==> src/include/hmp_pkg.sv <==
/*
 * Package for the host memory port read path: overlay register layout,
 * port bundles, fetch state codes and timing counts.
 * Assumes a single 125 MHz core clock.
 */
package hmp_pkg;

    localparam int          HMP_DATA_W          = 16;
    localparam int          HMP_ADDR_W          = 14;
    // Overlay register word address and short-read-only bit
    localparam logic [13:0] HMP_OVERLAY_ADDR    = 14'h3fe7;
    localparam int          HMP_SRO_BIT         = 14;
    localparam logic [15:0] HMP_OVERLAY_RESET   = 16'h0000;
    localparam logic [15:0] HMP_OVERLAY_WMASK   = 16'hffff;
    // Internal memory read latency in cycles before a fetch completes
    localparam int          HMP_FETCH_CYCLES    = 2;

    typedef enum logic [1:0] {
        HMP_IDLE  = 2'b00,
        HMP_READ  = 2'b01,
        HMP_FETCH = 2'b10
    } hmp_state_t;

    // Host side strobes, all active low
    typedef struct packed {
        logic sel_n;
        logic rd_n;
    } hmp_host_t;

    // Core side overlay register write request
    typedef struct packed {
        logic                  wr;
        logic [HMP_DATA_W-1:0] data;
    } hmp_core_wr_t;

endpackage

==> src/design/hmp_read_path.sv <==
/*
 * Read path of the 16-bit host memory port: previous-word presentation,
 * bus release, acknowledge and next-word fetch, plus the overlay register
 * holding the short-read-only enable.
 * A read shows the word that the fetch before it brought in; the fetch
 * for the next word starts only once the host ends the read, and the
 * acknowledge stays high until that word has landed. Both read modes
 * keep the previous word on the bus for the whole read.
 * Assumes host pins are synchronous to I_CLK and that the address counter
 * and memory live outside; memory answers one word per fetch request.
 * Fetched halves must be stable on I_MEM_LO and I_MEM_HI when the fetch
 * counter expires; overlay writes arrive as one-cycle pulses.
 */
`timescale 1ns/1ps

// How it works
// - Overlay bit 14 selects short-read-only mode
// - Core or host may write that bit
// - Short-read-only disabled after reset
// - Short-read-only holds previous word until end
// - Read start drives previous fetched word
// - Select or strobe high releases bus
// - Program words return as two halves
// - Ack goes high at start, low later
module hmp_read_path
    import hmp_pkg::*;
#(
    parameter int FETCH_CYCLES = HMP_FETCH_CYCLES
) (
    input  wire logic                  I_CLK,
    input  wire logic                  I_RESETN,
    input  wire hmp_host_t             I_HOST,
    input  wire logic                  I_HOST_OVL_WR,
    input  wire logic [HMP_DATA_W-1:0] I_HOST_WDATA,
    input  wire hmp_core_wr_t          I_CORE_OVL,
    input  wire logic                  I_PM_SPACE,
    input  wire logic [HMP_DATA_W-1:0] I_MEM_LO,
    input  wire logic [HMP_DATA_W-1:0] I_MEM_HI,
    output logic                       O_PORT_ACK_N,
    output logic [HMP_DATA_W-1:0]      O_PORT_AD,
    output logic                       O_PORT_AD_OE,
    output logic                       O_MEM_REQ,
    output logic [HMP_DATA_W-1:0]      O_OVERLAY,
    output logic                       O_SRO_MODE,
    output logic                       O_PM_SECOND
);

    // Fetch counter is eight bits wide and must reach one
    if (FETCH_CYCLES < 1 || FETCH_CYCLES > 255) begin : g_bad_fetch
        $error("FETCH_CYCLES out of range");
    end

    // Mode bit must sit inside the overlay word
    if (HMP_SRO_BIT >= HMP_DATA_W) begin : g_bad_sro_bit
        $error("HMP_SRO_BIT outside overlay word");
    end

    // Overlay register
    logic [HMP_DATA_W-1:0] ovl_q, ovl_d;

    // Read sequencing
    hmp_state_t            state_q, state_d;
    logic [7:0]            cnt_q, cnt_d;
    logic                  oe_q, oe_d;
    logic                  ack_n_q, ack_n_d;
    logic                  req_q, req_d;

    // Presented word and program half tracking
    logic [HMP_DATA_W-1:0] data_q, data_d;
    logic                  half_q, half_d;

    // Decoded host and fetch events
    logic                  rd_active;
    logic                  rd_start;
    logic                  rd_end;
    logic                  fetch_done;
    logic                  take_hi;

    assign rd_active  = !I_HOST.sel_n && !I_HOST.rd_n;
    // host starts only with ack low
    assign rd_start   = rd_active && !ack_n_q;
    // select or strobe high ends read
    assign rd_end     = !rd_active;
    // Last count of a fetch
    assign fetch_done = (state_q == HMP_FETCH) && (cnt_q == 8'h01);
    assign take_hi    = I_PM_SPACE && !half_q;

    // Overlay register
    always_comb begin
        ovl_d = ovl_q;
        if (I_CORE_OVL.wr) begin
            ovl_d = I_CORE_OVL.data & HMP_OVERLAY_WMASK;
        end
        if (I_HOST_OVL_WR) begin
            ovl_d = I_HOST_WDATA & HMP_OVERLAY_WMASK;
        end
    end

    always_ff @(posedge I_CLK or negedge I_RESETN) begin
        if (!I_RESETN) begin
            ovl_q <= HMP_OVERLAY_RESET;
        end else begin
            ovl_q <= ovl_d;
        end
    end

    // Read sequencing
    always_comb begin
        state_d = state_q;
        cnt_d   = cnt_q;
        oe_d    = oe_q;
        ack_n_d = ack_n_q;
        req_d   = 1'b0;
        unique case (state_q)
            HMP_IDLE: begin
                if (rd_start) begin
                    oe_d    = 1'b1;
                    ack_n_d = 1'b1;
                    state_d = HMP_READ;
                end
            end
            HMP_READ: begin
                if (rd_end) begin
                    oe_d    = 1'b0;
                    req_d   = 1'b1;
                    cnt_d   = 8'(FETCH_CYCLES);
                    state_d = HMP_FETCH;
                end
            end
            HMP_FETCH: begin
                if (fetch_done) begin
                    ack_n_d = 1'b0;
                    state_d = HMP_IDLE;
                end else begin
                    cnt_d = cnt_q - 8'h01;
                end
            end
            default: begin
                // Illegal code: drop the bus and fall back to idle
                oe_d    = 1'b0;
                ack_n_d = 1'b0;
                state_d = HMP_IDLE;
            end
        endcase
    end

    always_ff @(posedge I_CLK or negedge I_RESETN) begin
        if (!I_RESETN) begin
            state_q <= HMP_IDLE;
            cnt_q   <= 8'h00;
            oe_q    <= 1'b0;
            ack_n_q <= 1'b0;
            req_q   <= 1'b0;
        end else begin
            state_q <= state_d;
            cnt_q   <= cnt_d;
            oe_q    <= oe_d;
            ack_n_q <= ack_n_d;
            req_q   <= req_d;
        end
    end

    // Only a finished fetch replaces the word, so a read always shows
    // the word fetched after the access before it
    always_comb begin
        data_d = data_q;
        half_d = half_q;
        if (fetch_done) begin
            if (take_hi) begin
                data_d = I_MEM_HI;
                half_d = 1'b1;
            end else begin
                data_d = I_MEM_LO;
                half_d = 1'b0;
            end
        end
    end

    always_ff @(posedge I_CLK or negedge I_RESETN) begin
        if (!I_RESETN) begin
            data_q <= '0;
            half_q <= 1'b0;
        end else begin
            data_q <= data_d;
            half_q <= half_d;
        end
    end

    assign O_SRO_MODE   = ovl_q[HMP_SRO_BIT];
    // word held in data_q for the whole read in either mode
    assign O_PORT_AD    = data_q;
    assign O_PORT_AD_OE = oe_q;
    assign O_PORT_ACK_N = ack_n_q;
    assign O_MEM_REQ    = req_q;
    assign O_OVERLAY    = ovl_q;
    assign O_PM_SECOND  = half_q;

endmodule // hmp_read_path

==> config.mk <==
export PLATFORM = sky130hd
export DESIGN_NAME = hmp_read_path
export DESIGN_NICKNAME = d
export VERILOG_FILES = /design/src/include/hmp_pkg.sv /design/src/design/hmp_read_path.sv
export SDC_FILE = /design/constraint.sdc
export NUM_CORES = 1
export LEC_CHECK = 0
export ABC_CLOCK_PERIOD_IN_PS = 5700
export BUFFER_PORTS_ARGS = -buffer_cell sky130_fd_sc_hd__buf_2
export CORE_UTILIZATION = 47
export DETAILED_ROUTE_END_ITERATION = 7
export GPL_TIMING_DRIVEN = 0
export HOLD_SLACK_MARGIN = 0.02
export PLACE_DENSITY = 0.81
export REMOVE_ABC_BUFFERS = 1
export SETUP_SLACK_MARGIN = 0.5
export SYNTH_ARGS = -nofsm -noshare
export SYNTH_HDL_FRONTEND = slang
export SYNTH_SLANG_ARGS = --single-unit
==> constraint.sdc <==
create_clock -name I_CLK -period 5.7 [get_ports I_CLK]
set_input_delay 0.285 -clock I_CLK [delete_from_list [all_inputs] [get_ports I_CLK]]
set_output_delay 0.285 -clock I_CLK [all_outputs]
set_load 0.01 [all_outputs]
# Yosys cells after proc, flatten, opt, wreduce, memory -nomap -nowiden
# Cells that the tools add are included.
[totals]
ff_bits = 46
latch_bits = 0
mem_bits_rw = 0
mem_bits_ro = 0
in_bits = 71
output_inout_bits = 37
wordCells = 51
n_memories = 0
[classes]
add_sub_neg = 1
multipliers = 0
div_mod_pow = 0
order_cmp = 0
n_eq_ne = 7
shifts = 0
muxes = 18
bitwise = 2
n_reduce_logical = 15
[ops]
columns = ["operator", "count"]
rows = [
  ["$mux 16", 3],
  ["$mux 8", 2],
  ["$pmux 8 s2", 1],
  ["$reduce_and 3->1", 4],
  ["$eq 8x1->1 const B", 1],
  ["$ne 2x2->1 const B", 4],
  ["$sub 8x1->8 const B", 1],
  ["$mux 1", 6],
  ["$mux 2", 3],
  ["$pmux 1 s3", 2],
  ["$pmux 2 s3", 1],
  ["$logic_and 1x1->1", 4],
  ["$logic_not 1->1", 4],
  ["$reduce_bool 2->1", 2],
  ["$eq 2x1->1 const B", 1],
  ["$eq 2x2->1 const B", 1],
  ["$logic_not 2->1", 1],
  ["$not 1->1", 2],
]

# Depth between registers and ports, before layout
[depth]
depth_word = 5
depth_mapped = 7
ltp_nobuf = 5

# Worst setup path before layout
# Ideal clock, no wire load.
[synth_path]
path_kind = "reg-to-reg"
from = "reg cnt_q[1]"
to = "reg half_q, in the netlist O_PM_SECOND"
setup_time_ns = 0.125
arrival_time_ns = 1.945
t_required_ns = 5.575
setup_slack_ns = 3.630
stages_incl_launch_ff = 8
path_buffers = 2
synth_period_minus_slack_ns = 2.070
path_cell_list = "dfrtp_1 inv_1 ha_1 or3b_1 buf_4 nor3_4 buf_12 mux2_4"
[synth_via]
elab_chain_len = 2
[synth_lines]
columns = ["item", "line", "text"]
rows = [
  ["start: declaration", "hmp_read_path.sv:63", "logic [7:0] cnt_q, cnt_d;"],
  ["start signal: assignment", "hmp_read_path.sv:156", "cnt_q <= cnt_d;"],
  ["$eq 8x1->1", "hmp_read_path.sv:85", "assign fetch_done = (state_q == HMP_FETCH) && (cnt_q == 8'h01);"],
  ["$logic_and 1x1->1", "hmp_read_path.sv:85", ""],
  ["end signal: assignment", "hmp_read_path.sv:185", "half_q <= half_d;"],
  ["end: declaration", "hmp_read_path.sv:70", "logic half_q, half_d;"],
]
# No other way between the ends.
# A chain may end at the register's enable or synchronous reset.

# Final worst setup path
[layout_path]
from = "reg cnt_q[1]"
to = "reg data_q[6], in the netlist O_PORT_AD[6]"
[layout_via]
elab_chain_len = 2
[layout_lines]
columns = ["item", "line", "text"]
rows = [
  ["$eq 8x1->1", "hmp_read_path.sv:85", ""],
  ["$logic_and 1x1->1", "hmp_read_path.sv:85", ""],
  ["end signal: assignment", "hmp_read_path.sv:184", "data_q <= data_d;"],
  ["end: declaration", "hmp_read_path.sv:69", "logic [HMP_DATA_W-1:0] data_q, data_d;"],
]
# No other way between the ends.

==> impl_metrics.tcl <==
set metrics [dict create \
    placed_cell_area_um2 2860 \
    ant_nets 0 \
    sw_frac_of_total 0.327 \
    synth_top_family_by_area "multiplexers" \
    hp-class "in2async" \
    vias 1815 \
    worstPathRequired_ns 5.88 \
    most-common-layout-cells "buf_2 (107), dfrtp_1 (46), o21ai_0 (25)" \
    syn_to_final_growth_pct 28.6 \
    final-max-slew-violation-count 0 \
    first_pass_iters 4 \
    clk_pin_slew_worst_paths_ns 0.08 \
    grt_max_degree 47 \
    clock_skew_ns 0.00472 \
    crit_path_start_kind "flip-flop" \
    cts.sink_count 46 \
    grt.total_usage 0.190 \
    synth_edf_count 0 \
    dieHeight_um 72.2 \
    dp_hpwl_um 3550 \
    post_cts_buffers 0 \
    grt_pass1_wl_um 7690 \
    power_density_nw_per_um2 391 \
    synth_seq_cells 46 \
    ir_drop_mv 0.236 \
    setup_viol 0 \
    cts.repair.resized 0 \
    synthArstFlopShare 1.00 \
    synth_mux_area_frac 0.268 \
    nNetsFinal 370 \
    ys.flop_type "dfrtp_1" \
    grt_pass1_vias 1692 \
    wire_per_inst_um 13.2 \
    fin_crit_sh 0.454 \
    netlist_instances 194 \
    synth.distinct_cells 34 \
    internal-power_w 0.000784 \
    syn_area_um2 2310 \
    yosys_warnings 0 \
    h-tree-depth 2 \
    relSlewSlack 0.338 \
    yosys.area.top_type_share 0.498 \
    synth_area_leader_cell "dfrtp_1" \
    cts_root_buf "clkbuf_8" \
    die_w_um 72.2 \
    pwr-share-comb 0.361 \
    synthTopCellsByArea "dfrtp_1 (50%), mux2_2 (12%), mux2i_1 (8.7%), mux2_4 (6.5%), o21ai_0 (5.4%)" \
    worstPathMaxFanout 17 \
    grt_overflow 0 \
    synth-simple-area-share 0.0914 \
    switchingPower_w 0.000380 \
    synth_xor_area_frac 0 \
    rows 25 \
    cts_tree "built" \
    p_leak_nw 1.53 \
    synth_area_per_cell_um2 11.9 \
    viasPerCell 4.97 \
    tightest_slew_ns 0.989 \
    layout_commonest_cell "buf_2" \
    drt_iter0_markers 80 \
    clkLatencyLatePin_ns 0.29 \
    hold_violations 0 \
    gp_congestion 0.824 \
    worst-setup-path-type "reg2reg" \
    drc 0 \
    seqPwrFrac 0.438 \
    core-area_um2 4720 \
    antenna_found_initial 0 \
    worst_setup_path_end_kind "flip-flop" \
    ys_seq_area_frac 0.498 \
    fmax_ghz 0.386 \
    ctsHoldBuffers 0 \
    power_w 0.00116 \
    synth-adder-area-share 0.0108 \
    ioPinCount 108 \
    diodes 0 \
    worstPathArrival_ns 2.77 \
    p_clk_frac 0.201 \
    synth-compound-area-share 0.0941 \
    numPortBuffers 107 \
    setup_tns_ns 0 \
    final_area_um2 2980 \
    drv_cap 0 \
    min_period_ns 2.59 \
    start_util 0.490 \
    wirelength_um 4810 \
    clockBufferDepth 2 \
    cts_buffers 5 \
    status "finished, final reports clean" \
    die_area_um2 5210 \
    fin_util 0.630 \
    fillers 400 \
    drive_above_1_share 0.513 \
    whs_ns 0.154 \
    rsz0062_at_grt "false" \
]
-- layer usage --
| layer | wire length, um | part of all wire | track usage |
|---|---|---|---|
| met1 | 2070 | 0.43 | 0.231 |
| met2 | 2450 | 0.51 | 0.334 |
| met3 | 256 | 0.053 | 0.0403 |
| met4 | 42 | 0.0087 | 0.0610 |
| met5 | 0 | 0 | 0 |
-- sequential cells by signal, summed over array words and instances (netlist names) --
signal / flops
O_MEM_REQ: 1
O_OVERLAY: 16
O_PM_SECOND: 1
O_PORT_ACK_N: 1
O_PORT_AD: 16
O_PORT_AD_OE: 1
cnt_q: 8
state_q: 2
-- cell usage after synthesis (all sizes together), types with 2 or more instances --
library cell and number:
a21oi 4, buf 6, clkbuf 5, dfrtp 46, ha 2, inv 5
mux2 34, mux2i 20, nand2 18, nand3b 2, nor2 4, nor3 3
nor4 2, o21ai 25, o21bai 2, o311ai 2, or3b 2
-- final cells by class --
type,count,area (um^2),area share
inverter,5,18.8,0.00631
clock buffer,5,68.8,0.0231
sequential,46,1150,0.387
timing repair buffer,107,536,0.180
tap,67,83.8,0.0282
clock inverter,3,40.0,0.0135
multi-input combinational,132,1080,0.362
-- kinds of logic after synthesis --
| logic type | after synthesis |
|---|---|
| muxes | 54 |
| DFF | 46 |
| AOI/OAI and AO/OA | 37 |
| and+or+nand+nor | 39 |
| adders and majority gates | 2 |
| buffers and inverters | 16 |
-- critical path, cell delays in order, from the launching register on --
cell and delay [ns]:
dfrtp_1 0.41, inv_1 0.10, ha_1 0.16, or3b_1 0.51, nor3_4 0.87, mux2_2 0.42
-- power by group through the flow --
stage,sequential [W],combinational (W),clock (W)
6_report,0.000510,0.000420,0.000234
5_1_grt,0.000527,0.000463,0.000254
4_1_cts,0.000509,0.000426,0.000244
3_5_place_dp,0.000513,0.000424,0
3_3_place_gp,0.000505,0.000411,0
2_1_floorplan,0.000536,0.000240,0
-- worst paths after layout --
| path | from | end | slack (ns) | cells past startpoint |
|---|---|---|---|---|
| max in group asynchronous | I_RESETN | O_PORT_AD[9] | 4.94 | 1 |
| hold reg to reg | O_PORT_AD[0] | O_PORT_AD[0] | 0.51 | 1 |
| setup reg to reg | cnt_q[1] | O_PORT_AD[6] | 3.11 | 5 |
| setup / recovery | cnt_q[1] | O_PORT_AD[6] | 3.11 | 5 |
| min in group I_CLK | I_HOST_WDATA[14] | O_OVERLAY[14] | 0.19 | 3 |
| hold / removal | I_RESETN | cnt_q[0] | 0.15 | 1 |
-- stage by stage --
| stage | setup WS (ns) | std cells |
|---|---|---|
| after floorplan | 3.40 | 183 |
| after global placement | 3.15 | 357 |
| after detailed placement | 3.11 | 357 |
| after CTS | 3.10 | 365 |
| after global routing | 2.97 | 365 |
| final | 3.11 | 365 |
No activity file was read; power rests on OpenSTA's default activity.
